File: config.mk
export PLATFORM = sky130hd
export DESIGN_NAME = sar_adc_sequencer
export DESIGN_NICKNAME = d
export VERILOG_FILES = /design/src/rtl/sar_adc_sequencer_pkg.sv /design/src/rtl/sar_adc_sequencer.sv
export VERILOG_INCLUDE_DIRS = /design/src /design/src/rtl
export SDC_FILE = /design/constraint.sdc
export NUM_CORES = 1
export LEC_CHECK = 0
export BUFFER_PORTS_ARGS = -buffer_cell sky130_fd_sc_hd__buf_2
export CAP_MARGIN = 20
export CORE_MARGIN = 3
export CORE_UTILIZATION = 49
export CTS_CLUSTER_SIZE = 16
export DETAILED_ROUTE_END_ITERATION = 10
export PLACE_DENSITY_LB_ADDON = 0.2
export SLEW_MARGIN = 15
export SYNTH_ARGS = -nofsm -noshare
export SYNTH_HDL_FRONTEND = slang
export SYNTH_SLANG_ARGS = --single-unit
File: constraint.sdc
create_clock -name i_clk -period 2.4 [get_ports i_clk]
set_clock_uncertainty 0.2 [all_clocks]
set_input_delay 0.24 -clock i_clk [delete_from_list [all_inputs] [get_ports i_clk]]
set_output_delay 0.24 -clock i_clk [all_outputs]
set_load 0.05 [all_outputs]
File: src/rtl/sar_adc_sequencer_map.svh
`ifndef SAR_ADC_SEQUENCER_MAP_SVH
`define SAR_ADC_SEQUENCER_MAP_SVH
// ----------------------------------------
// sizes and reset values
// ----------------------------------------
`define ADC_WIDTH 8
`define ADC_CHANNELS 4
`define ADC_MSB_NIBBLE 4
`define ADC_DIV_MAX 8
`define ADC_RESULT_RESET 8'h00
`define ADC_DIV_RESET 3'h0
`endif

File: src/rtl/sar_adc_sequencer_pkg.sv
package sar_adc_sequencer_pkg;
   typedef enum logic [2:0] {
      mode_fixed_single,
      mode_fixed_cont,
      mode_scan_single,
      mode_scan_cont,
      mode_dual_cont,
      mode_single_step
   } adc_mode_t;
   typedef enum logic [1:0] {
      start_timer,
      start_now,
      start_edge,
      start_off
   } start_src_t;
endpackage : sar_adc_sequencer_pkg

File: src/rtl/sar_adc_sequencer.sv
`timescale 1ns/1ns
`include "sar_adc_sequencer_map.svh"
module sar_adc_sequencer (
   input wire logic i_clk,
   input wire logic i_sys_rst,
   input wire logic i_enable,
   input wire sar_adc_sequencer_pkg::adc_mode_t i_mode,
   input wire sar_adc_sequencer_pkg::start_src_t i_start_src,
   input wire logic [3:0] i_chan_sel,
   input wire logic [2:0] i_clk_div,
   input wire logic i_stop,
   input wire logic i_timer0_ovf,
   input wire logic i_edge_trigger_pin,
   input wire logic i_power_down,
   input wire logic i_irq_en,
   input wire logic i_group_irq_en,
   input wire logic i_bnd_irq_en,
   input wire logic i_bnd_outside,
   input wire logic [7:0] i_bnd_high,
   input wire logic [7:0] i_bnd_low,
   input wire logic i_flag_clr,
   input wire logic i_bnd_status_clr,
   input wire logic i_dac_mode,
   input wire logic i_dac_wr,
   input wire logic [7:0] i_dac_data,
   input wire logic i_comparator,
   output logic [1:0] o_mux_chan,
   output logic o_sample,
   output logic [7:0] o_dac_code,
   output logic o_dac_pin_en,
   output logic [7:0] o_result_reg_0,
   output logic [7:0] o_result_reg_1,
   output logic [7:0] o_result_reg_2,
   output logic [7:0] o_result_reg_3,
   output logic [3:0] o_boundary_status_reg,
   output logic o_done_flag,
   output logic o_bnd_flag,
   output logic o_irq,
   output logic o_busy
);
   import sar_adc_sequencer_pkg::*;

   typedef enum logic [1:0] {st_idle, st_sample, st_convert, st_store} state_t;

   // ----------------------------------------
   // input synchronisers and start detection
   // ----------------------------------------
   logic [1:0] pin_sync;
   logic pin_last;
   logic [1:0] ovf_sync;
   logic ovf_last;
   logic src_now_last;
   always_ff @(posedge i_clk)
   begin
      if (i_sys_rst)
      begin
         pin_sync <= 2'h0;
         pin_last <= 1'b0;
         ovf_sync <= 2'h0;
         ovf_last <= 1'b0;
         src_now_last <= 1'b0;
      end
      else
      begin
         pin_sync <= {pin_sync[0], i_edge_trigger_pin};
         pin_last <= pin_sync[1];
         ovf_sync <= {ovf_sync[0], i_timer0_ovf};
         ovf_last <= ovf_sync[1];
         src_now_last <= (i_start_src == start_now) && i_enable;
      end
   end

   logic start_req;
   always_comb
   begin
      case (i_start_src)
         start_timer: start_req = ovf_sync[1] && !ovf_last;
         start_now: start_req = !src_now_last;
         start_edge: start_req = pin_sync[1] != pin_last;
         default: start_req = 1'b0;
      endcase
   end

   // ----------------------------------------
   // clock divider
   // ----------------------------------------
   logic [2:0] div_cnt;
   logic tick;
   assign tick = (div_cnt == i_clk_div);
   always_ff @(posedge i_clk)
   begin
      if (i_sys_rst || tick)
         div_cnt <= `ADC_DIV_RESET;
      else
         div_cnt <= div_cnt + 3'h1;
   end

   // ----------------------------------------
   // sequencer
   // ----------------------------------------
   state_t state;
   logic [1:0] chan;
   logic [1:0] slot;
   logic [3:0] done_mask;
   logic [2:0] bit_idx;
   logic [7:0] approx;
   logic early_hit;
   logic run;
   logic active;
   assign active = i_enable && !i_power_down;
   assign o_busy = (state != st_idle);
   assign o_mux_chan = chan;
   assign o_sample = (state == st_sample);

   // first selected channel above a given one, wrapping
   function automatic logic [1:0] next_sel(input logic [3:0] sel, input logic [1:0] cur);
      logic [1:0] c;
      c = cur;
      for (int k = 0; k < `ADC_CHANNELS; k++)
      begin
         c = c + 2'h1;
         if (sel[c])
            return c;
      end
      return cur;
   endfunction : next_sel

   logic [1:0] first_ch;
   logic [1:0] second_ch;
   assign first_ch = next_sel(i_chan_sel, 2'h3);
   assign second_ch = next_sel(i_chan_sel, first_ch);
   logic last_in_scan;
   assign last_in_scan = ((done_mask | (4'h1 << chan)) & i_chan_sel) == i_chan_sel;
   logic scan_mode;
   assign scan_mode = (i_mode == mode_scan_single) || (i_mode == mode_scan_cont)
      || (i_mode == mode_single_step);
   logic [1:0] dest;
   assign dest = (i_mode == mode_fixed_cont || i_mode == mode_dual_cont) ? slot : chan;

   // completion events for the store cycle
   logic seq_end;
   logic group_end;
   always_comb
   begin
      seq_end = 1'b0;
      group_end = 1'b0;
      case (i_mode)
         mode_fixed_single: seq_end = 1'b1;
         mode_fixed_cont: group_end = (slot == 2'h3) && i_group_irq_en;
         mode_scan_single: seq_end = last_in_scan;
         mode_scan_cont: group_end = last_in_scan;
         mode_dual_cont: group_end = (slot == 2'h3);
         mode_single_step: seq_end = 1'b1;
         default: seq_end = 1'b1;
      endcase
   end

   logic stored;
   assign stored = (state == st_store) && !(i_stop || !active);

   always_ff @(posedge i_clk)
   begin
      if (i_sys_rst)
      begin
         state <= st_idle;
         chan <= 2'h0;
         slot <= 2'h0;
         done_mask <= 4'h0;
         bit_idx <= 3'h7;
         approx <= 8'h00;
         run <= 1'b0;
      end
      else if (!active || i_stop)
      begin
         state <= st_idle;
         run <= 1'b0;
         done_mask <= 4'h0;
      end
      else
      begin
         case (state)
            st_idle:
               if (start_req && !i_dac_mode && i_chan_sel != 4'h0)
               begin
                  if (!(i_mode == mode_single_step && run))
                  begin
                     chan <= first_ch;
                     slot <= 2'h0;
                     done_mask <= 4'h0;
                  end
                  else
                     chan <= next_sel(i_chan_sel, chan);
                  run <= 1'b1;
                  state <= st_sample;
               end
            st_sample:
               if (tick)
               begin
                  bit_idx <= 3'h7;
                  approx <= 8'h80;
                  state <= st_convert;
               end
            st_convert:
               if (tick)
               begin
                  approx[bit_idx] <= i_comparator;
                  if (bit_idx == 3'h0)
                     state <= st_store;
                  else
                  begin
                     approx[bit_idx - 3'h1] <= 1'b1;
                     bit_idx <= bit_idx - 3'h1;
                  end
               end
            st_store:
            begin
               slot <= slot + 2'h1;
               done_mask <= last_in_scan ? 4'h0 : (done_mask | (4'h1 << chan));
               if (seq_end)
               begin
                  state <= st_idle;
                  run <= (i_mode == mode_single_step) && !last_in_scan;
                  if (i_mode == mode_single_step && last_in_scan)
                     chan <= first_ch;
               end
               else
               begin
                  state <= st_sample;
                  if (i_mode == mode_dual_cont)
                     chan <= (chan == first_ch) ? second_ch : first_ch;
                  else if (scan_mode)
                     chan <= next_sel(i_chan_sel, chan);
               end
            end
            default: state <= st_idle;
         endcase
      end
   end

   // ----------------------------------------
   // result registers and dac
   // ----------------------------------------
   logic [7:0] result [`ADC_CHANNELS];
   generate
      for (genvar g = 0; g < `ADC_CHANNELS; g++)
      begin : g_res
         always_ff @(posedge i_clk)
         begin
            if (i_sys_rst)
               result[g] <= `ADC_RESULT_RESET;
            else if (g == 3 && i_dac_mode && i_dac_wr)
               result[g] <= i_dac_data;
            else if (stored && dest == 2'(g))
               result[g] <= approx;
         end
      end
   endgenerate
   assign o_result_reg_0 = result[0];
   assign o_result_reg_1 = result[1];
   assign o_result_reg_2 = result[2];
   assign o_result_reg_3 = result[3];
   assign o_dac_code = i_dac_mode ? result[3] : approx;
   assign o_dac_pin_en = !(i_dac_mode && active);

   // ----------------------------------------
   // boundary limits
   // ----------------------------------------
   logic nib_ready;
   assign nib_ready = (state == st_convert) && tick && (bit_idx == 3'h4);
   logic [3:0] nib;
   assign nib = {approx[7:5], i_comparator};
   logic nib_out;
   assign nib_out = (nib > i_bnd_high[7:4]) || (nib < i_bnd_low[7:4]);
   logic full_in;
   assign full_in = (approx <= i_bnd_high) && (approx >= i_bnd_low);
   logic bnd_event;
   assign bnd_event = i_bnd_irq_en && !i_dac_mode && (
      (i_bnd_outside && nib_ready && nib_out && !early_hit) ||
      (stored && !early_hit && (i_bnd_outside ? !full_in : full_in)));

   always_ff @(posedge i_clk)
   begin
      if (i_sys_rst || state == st_sample)
         early_hit <= 1'b0;
      else if (bnd_event && nib_ready)
         early_hit <= 1'b1;
   end

   always_ff @(posedge i_clk)
   begin
      if (i_sys_rst)
         o_boundary_status_reg <= 4'h0;
      else if (bnd_event)
         o_boundary_status_reg <= o_boundary_status_reg | (4'h1 << chan);
      else if (i_bnd_status_clr)
         o_boundary_status_reg <= 4'h0;
   end

   // ----------------------------------------
   // flags and interrupt
   // ----------------------------------------
   logic done_event;
   assign done_event = stored && (seq_end || group_end);
   always_ff @(posedge i_clk)
   begin
      if (i_sys_rst)
      begin
         o_done_flag <= 1'b0;
         o_bnd_flag <= 1'b0;
      end
      else
      begin
         if (done_event)
            o_done_flag <= 1'b1;
         else if (i_flag_clr)
            o_done_flag <= 1'b0;
         if (bnd_event)
            o_bnd_flag <= 1'b1;
         else if (i_flag_clr)
            o_bnd_flag <= 1'b0;
      end
   end
   assign o_irq = (o_done_flag && i_irq_en) || o_bnd_flag;

   // ----------------------------------------
   // checks
   // ----------------------------------------
   property p_stop_idle;
      @(posedge i_clk) disable iff (i_sys_rst) i_stop |=> state == st_idle;
   endproperty
   a_stop_idle: assert property (p_stop_idle) else $error("stop not honoured");

   property p_pd_idle;
      @(posedge i_clk) disable iff (i_sys_rst) i_power_down |=> !o_busy;
   endproperty
   a_pd_idle: assert property (p_pd_idle) else $error("busy in power-down");

   property p_done_sticky;
      @(posedge i_clk) disable iff (i_sys_rst) o_done_flag && !i_flag_clr |=> o_done_flag;
   endproperty
   a_done_sticky: assert property (p_done_sticky) else $error("flag lost");

   property p_set_wins;
      @(posedge i_clk) disable iff (i_sys_rst) done_event && i_flag_clr |=> o_done_flag;
   endproperty
   a_set_wins: assert property (p_set_wins) else $error("clear beat set");

   property p_bnd_off;
      @(posedge i_clk) disable iff (i_sys_rst)
         !i_bnd_irq_en && !o_bnd_flag |=> !o_bnd_flag;
   endproperty
   a_bnd_off: assert property (p_bnd_off) else $error("limit flag while off");

   property p_single_ends;
      @(posedge i_clk) disable iff (i_sys_rst)
         stored && i_mode == mode_fixed_single |=> state == st_idle && o_done_flag;
   endproperty
   a_single_ends: assert property (p_single_ends) else $error("single not ended");

   property p_ignore_busy;
      @(posedge i_clk) disable iff (i_sys_rst)
         state == st_convert && start_req && !i_stop && active |=> state != st_sample;
   endproperty
   a_ignore_busy: assert property (p_ignore_busy) else $error("restart while busy");

   property p_dac_hold;
      @(posedge i_clk) disable iff (i_sys_rst)
         i_dac_mode && i_dac_wr |=> result[3] == $past(i_dac_data);
   endproperty
   a_dac_hold: assert property (p_dac_hold) else $error("dac value lost");

endmodule : sar_adc_sequencer

## Word level (Yosys, flattened, before mapping)

Memory sizes are Yosys's and may differ from the RTL's.
Cells that the tools add are included.

| operators by class | value |
|---|---|
| add/sub/neg operators | 11 |
| $lt $le $gt $ge | 16 |
| equal/unequal tests | 30 |
| shift-type cells | 1 |
| multiplexer cells | 201 |
| bitwise gates (word level) | 10 |
| reduce and logical (&&, ||, !) cells | 71 |

Operators by type and width:

| operator | number |
|---|---|
| 2-to-1 mux 1 bit | 121 |
| 2-to-1 mux 2 bit | 42 |
| 2-to-1 mux 8 bit | 9 |
| logical AND 1 bit | 31 |
| < comparator 2 x 3 -> 1 bit (second input constant) | 8 |
| 2-to-1 mux 4 bit | 5 |
| adder 2 x 1 -> 2 bit (second input constant) | 9 |
| binary-select mux 1 bit (select 2 bit) | 8 |
| case mux 8 bit (2 select lines) | 1 |
| == test 2 bit (second input constant) | 6 |
| != test 2 bit (second input constant) | 6 |
| AND reduction 4 bit | 3 |
| nonzero test 2 bit | 6 |
| logical NOT 1 bit | 10 |
| logical OR 1 bit | 10 |
| == test 3 bit (second input constant) | 3 |
| 2-to-1 mux 3 bit | 3 |
| bitwise mux 8 bit | 1 |
| greater-or-equal comparator 8 bit | 1 |
| less-or-equal comparator 8 bit | 1 |
| < comparator 3 x 4 -> 1 bit (second input constant) | 2 |
| bitwise OR 4 bit | 2 |
| bitwise OR 8 bit | 1 |
| case mux 2 bit (2 select lines) | 2 |
| 35 further kinds | 49 |

| word-level totals | value |
|---|---|
| flip-flop bits (word level) | 39 |
| bits in writable memories | 32 |
| output and inout port bits | 52 |
| word-level logic and storage cells | 358 |
| memories | 1 |

Memory list:

| memory | words | width | read ports | clocked after Yosys merged registers in | write ports | RTL line | source |
|---|---|---|---|---|---|---|---|
| result | 4 | 8 | 4 | 0 | 4 | sar_adc_sequencer.sv:243 | `` logic [7:0] result [`ADC_CHANNELS]; `` |

## Depth between registers and ports, before layout

| depth | value |
|---|---|
| word-level depth | 39 |
| depth in mapped cells | 11 |

## Worst setup path before layout

Ideal clock, no wire load.

| timing path | value |
|---|---|
| kind | flip-flop to flip-flop |
| from | reg chan[0] (netlist: o_mux_chan[0]) |
| to | reg chan[0] (netlist: o_mux_chan[0]) |
| arrival | 2.569 ns |
| required time | 2.130 ns |
| slack | -0.440 ns |
| stages on the path, launching flop included | 10 |
| buffers on the path | 1 |
| clock period less this slack | 2.840 ns |
| path through | dfxtp_1 > clkbuf_1 > inv_1 > ha_1 > nor3b_1 > nor4_4 > mux2i_1 > o211ai_1 > or3_1 > a21oi_1 |

| on the way | value |
|---|---|
| cells in the longest elaborated chain, start to end | 25 |
| elaborated cells on any way between the ends | 105 |
| those cells by class | 4 x add/sub; 6 x eq/ne; 1 x shift; 90 x mux; 2 x bitwise; 2 x reduce/logical |

Ends and longest elaborated chain:

| element | RTL line | source |
|---|---|---|
| from (decl) | sar_adc_sequencer.sv:102 | `logic [1:0] chan;` |
| from (signal assigned) | sar_adc_sequencer.sv:187 | `chan <= first_ch;` |
| from (signal assigned) | sar_adc_sequencer.sv:192 | `chan <= next_sel(i_chan_sel, chan);` |
| from (signal assigned) | sar_adc_sequencer.sv:224 | `chan <= first_ch;` |
| adder 2 x 1 -> 2 bit (3 in a row) | sar_adc_sequencer.sv:121 | `c = c + 2'h1;` |
| binary-select mux 1 bit (select 2 bit) | sar_adc_sequencer.sv:122 | `if (sel[c])` |
| 2-to-1 mux 1 bit (not written as such) | sar_adc_sequencer.sv:122 |  |
| 2-to-1 mux 1 bit | sar_adc_sequencer.sv:122 |  |
| 2-to-1 mux 1 bit (2 in a row) | sar_adc_sequencer.sv:119 | `` for (int k = 0; k < `ADC_CHANNELS; k++) `` |
| 2-to-1 mux 1 bit | sar_adc_sequencer.sv:231 | `else if (scan_mode)` |
| 2-to-1 mux 1 bit | sar_adc_sequencer.sv:229 | `if (i_mode == mode_dual_cont)` |
| 2-to-1 mux 1 bit | sar_adc_sequencer.sv:219 | `if (seq_end)` |
| (+6 left out) | - |  |
| 2-to-1 mux 1 bit | sar_adc_sequencer.sv:231 |  |
| 2-to-1 mux 1 bit | sar_adc_sequencer.sv:229 |  |
| 2-to-1 mux 1 bit | sar_adc_sequencer.sv:219 |  |
| 2-to-1 mux 1 bit | sar_adc_sequencer.sv:181 | `case (state)` |
| 2-to-1 mux 1 bit | sar_adc_sequencer.sv:173 | `else if (!active \|\| i_stop)` |
| 2-to-1 mux 1 bit | sar_adc_sequencer.sv:163 | `if (i_sys_rst)` |
| != test 4 x 3 -> 1 bit (no line) | - |  |
| AND reduction 7 bit (no line) | - |  |

Parallel ways exist; a longest one is shown, timed or not. The select of a mux whose other input is x is not followed.
A chain may end at the register's enable or synchronous reset.

## Worst setup path in the final report

| timing path | value |
|---|---|
| from | reg approx[0] |
| to | reg o_boundary_status_reg[3] |

| on the way | value |
|---|---|
| cells in the longest elaborated chain, start to end | 8 |
| elaborated cells on any way between the ends | 10 |
| those cells by class | 2 x order compare; 2 x mux; 6 x reduce/logical |

Ends and longest elaborated chain:

| element | RTL line | source |
|---|---|---|
| from (decl) | sar_adc_sequencer.sv:106 | `logic [7:0] approx;` |
| from (signal, indexed assignment) | sar_adc_sequencer.sv:206 | `approx[bit_idx] <= i_comparator;` |
| less-or-equal comparator 8 bit or greater-or-equal comparator 8 bit (tied branches) | sar_adc_sequencer.sv:275 | `assign full_in = (approx <= i_bnd_high) && (approx >= i_bnd_low);` |
| logical AND 1 bit * | sar_adc_sequencer.sv:275 |  |
| logical NOT 1 bit | sar_adc_sequencer.sv:279 | `(stored && !early_hit && (i_bnd_outside ? !full_in : full_in)));` |
| 2-to-1 mux 1 bit * | sar_adc_sequencer.sv:279 |  |
| logical AND 1 bit * | sar_adc_sequencer.sv:279 |  |
| logical OR 1 bit * | sar_adc_sequencer.sv:278 | `(i_bnd_outside && nib_ready && nib_out && !early_hit) \|\|` |
| logical AND 1 bit * | sar_adc_sequencer.sv:277 | `assign bnd_event = i_bnd_irq_en && !i_dac_mode && (` |
| 2-to-1 mux 4 bit or nonzero test 2 bit (tied branches) | - |  |
| to (signal assigned) | sar_adc_sequencer.sv:294 | `o_boundary_status_reg <= o_boundary_status_reg \| (4'h1 << chan);` |
| to (decl) | sar_adc_sequencer.sv:35 | `output logic [3:0] o_boundary_status_reg,` |

Mark *: on every way between the ends. The rest lies on a longest branch, timed or not.

==> results by group <==
Run status
  – Status: finished, violations left
  – Failing checks: hold timing

Placed design
  – I/O Buffers: 103
  – Setup WS pre-CTS: -0.0931 ns
  – Gpl congestion: 0.873
  – HPWL after DPL: 8.73 mm
  – Dpl cell area: 5280 µm²

GRT
  – Largest net degree at the start of global routing: 27
  – Initial antenna violation count: 0
  – Total track usage: 0.238
  – Global route overflow: 0
  – Vias in the first global route: 4063
  – First-pass GRT wire length: 19.0 mm

Logic synthesis
  – Leading post-synthesis cells by cell area: edfxtp_1 (22%), dfxtp_1 (18%), ha_1 (8.7%), a21oi_1 (4.8%), o21ai_0 (3.6%)
  – Post-synth EDFFs: 32
  – Cell taking the most area after synthesis: edfxtp_1
  – Main synth FF type: dfxtp_1
  – FFs w/ async S/R, synth: 0
  – Syn Nets: 546
  – Syn_area_per_cell: 9.27 µm²
  – Sequential share of the synthesized area: 0.405
  – Synth cell types: 65
  – Post-Synthesis Cells: 464
  – Synth top area share: 0.224
  – YS warnings: 0
  – Mapped cell area: 4300 µm²
  – Synth Register Bits: 71

Timing
  – Slew @ Worst Pin: 0.581 ns
  – RSZ-0062 raised after global routing: yes
  – Slew HR: 0.609
  – FMAX: 425 MHz
  – Max Slew Vio Count: 0
  – Fin crit share: 0.979
  – Setup WS post-layout: 0.0498 ns
  – Final setup violation count: 0
  – Final min period: 2.35 ns
  – Hold Slack: -0.000445 ns
  – Final hold violation count: 1

Routing
  – Antenna viol nets, final: 0
  – Via count: 4143
  – First drt pass iteration count: 4
  – Final wirelength: 11.7 mm
  – Vias per cell: 5.63
  – Wire per inst: 15.9 µm
  – Drt initial violations: 200
  – Metal2 WL: 5.48 mm
  – Wl on met1: 5.25 mm
  – Max Used Layer: met4
  – DRC viols: 0
  – DR WL met3: 731 µm

Floorplan
  – DIE HEIGHT: 99.7 µm
  – Die ar.: 9930 µm²
  – I/O Pins: 104
  – Row cnt: 33
  – Initial Utilization: 0.513
  – Core ar.: 8380 µm²
  – Die W: 99.7 µm

Power
  – Leakage power: 2.62 nW
  – Peak supply drop: 0.286 mV
  – Power, Total: 2.68 mW
  – Pwr/cell area: 465 nW/µm²

Worst setup path
  – Worst r2r src: approx[0]
  – Critical Path End Type: flip-flop
  – CP Launch Type: flip-flop
  – Data required time at the worst endpoint: 2.44 ns
  – Worst R2R End: o_boundary_status_reg[3]
  – R2R setup slack: 0.05 ns
  – Reg2Reg Depth: 10
  – Setup crit end: o_boundary_status_reg[3]
  – Crit path kind: flip-flop to flip-flop
  – Crit path arrival time: 2.39 ns
  – CP Max Fanout: 7
  – Worst setup path start: approx[0]

Clocking
  – CTS tree: built
  – Total CTS buffers: 9
  – Clock sinks: 71
  – H-tree lvl count: 3
  – Clock latency at the later pin of the worst-skew pair: 0.35 ns
  – Clock Path Buffers: 2
  – Clock-pin slew on the worst setup and hold paths: 0.09 ns
  – Root Driver: clkbuf_8

Finish
  – Max reg flops: 32
  – Number of nets in the layout: 708
  – Largest Register: result
  – Share of cells above drive strength 1: 0.352
  – Finished Cell Area: 5760 µm²
  – Most frequent cells in the layout: buf_2 (103), buf_4 (52), a21oi_1 (39)
  – Final core utilization: 0.688
  – Synth-to-layout area growth: 34.1%
  – Most common cell after layout, fill and taps aside: buf_2
  – Regs by FF count: result (32), approx (8)
  – ANT cells: 0
  – Fillcell total: 679

Job
  – Max_cap viols: 0

Min path
  – HP Class: primary input to flip-flop
## power breakdown
group          switching (mW)  leakage, nW  internal [mW]
Sequential             0.0175        0.649           1.29
Combinational           0.299         1.88          0.173
Clock                   0.513       0.0860          0.386
Total                   0.829         2.62           1.85
## Yosys cell counts (6+ instances only)
master / count
a21oi_1: 41
dfxtp_1: 39
edfxtp_1: 32
inv_1: 32
o21ai_0: 31
ha_1: 30
nand2_1: 29
nor2_1: 24
and2_1: 22
clkbuf_1: 14
nor2b_1: 14
nand2b_1: 11
nor3_1: 11
a211oi_1: 10
nand3_1: 10
nor3b_1: 9
a22o_1: 8
mux2_2: 6
nor4_1: 6
## metal layers
layer,vias up,track usage
met3,24,0.0358
met1,1930,0.325
li1,2020,-
met4,0,0.0966
met5,-,0
met2,169,0.377
## cell type report
class	count	area (µm²)	share of cell area
Clock buffer	9	124	0.0215
Clock inverter	7	58.8	0.0102
Inverter	32	120	0.0208
Multi-Input combinational cell	342	2520	0.437
Sequential cell	71	1760	0.305
Tap cell	105	131	0.0228
Timing Repair Buffer	170	1060	0.184
## how the worst min path moves through the flow
stage	start	endpoint	cells past startpoint
5_1_grt	i_dac_data[5]	result[3][5]	2
3_5_place_dp	ovf_sync[0]	ovf_sync[1]	1
6_report	i_dac_data[5]	result[3][5]	2
3_3_place_gp	ovf_sync[0]	ovf_sync[1]	1
2_1_floorplan	i_start_src[1]	src_now_last	1
4_1_cts	i_dac_data[5]	result[3][5]	2
## logic make-up after synthesis
| kind of cell | count (synthesis) | share of synthesized area |
|---|---|---|
| AND/OR/NAND/NOR | 158 | 0.212 |
| AO/OA/AOI/OAI | 138 | 0.210 |
| flip-flops | 71 | 0.405 |
| buffers and inverters | 51 | 0.0483 |
| adder cells (fa/ha/maj) | 30 | 0.0873 |
| multiplexers | 11 | 0.0274 |
| XOR/XNOR | 5 | 0.0102 |
## repair_timing
action,CTS,global route
setup buffers,1,2
hold buffers,13,0
endpoints found under the setup margin,4,17
hold endpoints to repair,15,0
pin swaps,8,13
gates resized for setup,8,19
## stage by stage
step / TNS, ns / hold WS, ns / std cells
6_report: 0 / -0.000445 / 736
3_3_place_gp: -0.108 / 0.219 / 704
4_1_cts: 0 / 0.0000467 / 734
5_1_grt: -0.0972 / 0.00886 / 736
3_5_place_dp: -0.360 / 0.238 / 704
2_1_floorplan: -1.30 / 0.117 / 464
## worst max-delay path, stage by stage (launching register included)
cell      delay (ns)
dfxtp_2         0.33
inv_2           0.08
ha_4            0.20
nand2b_4        0.13
a2111o_1        0.35
a31oi_1         0.18
o21ai_2         0.11
a31oi_2         0.16
buf_6           0.16
nand3_4         0.10
a31o_4          0.25
Power figures use the tool's default switching activity.
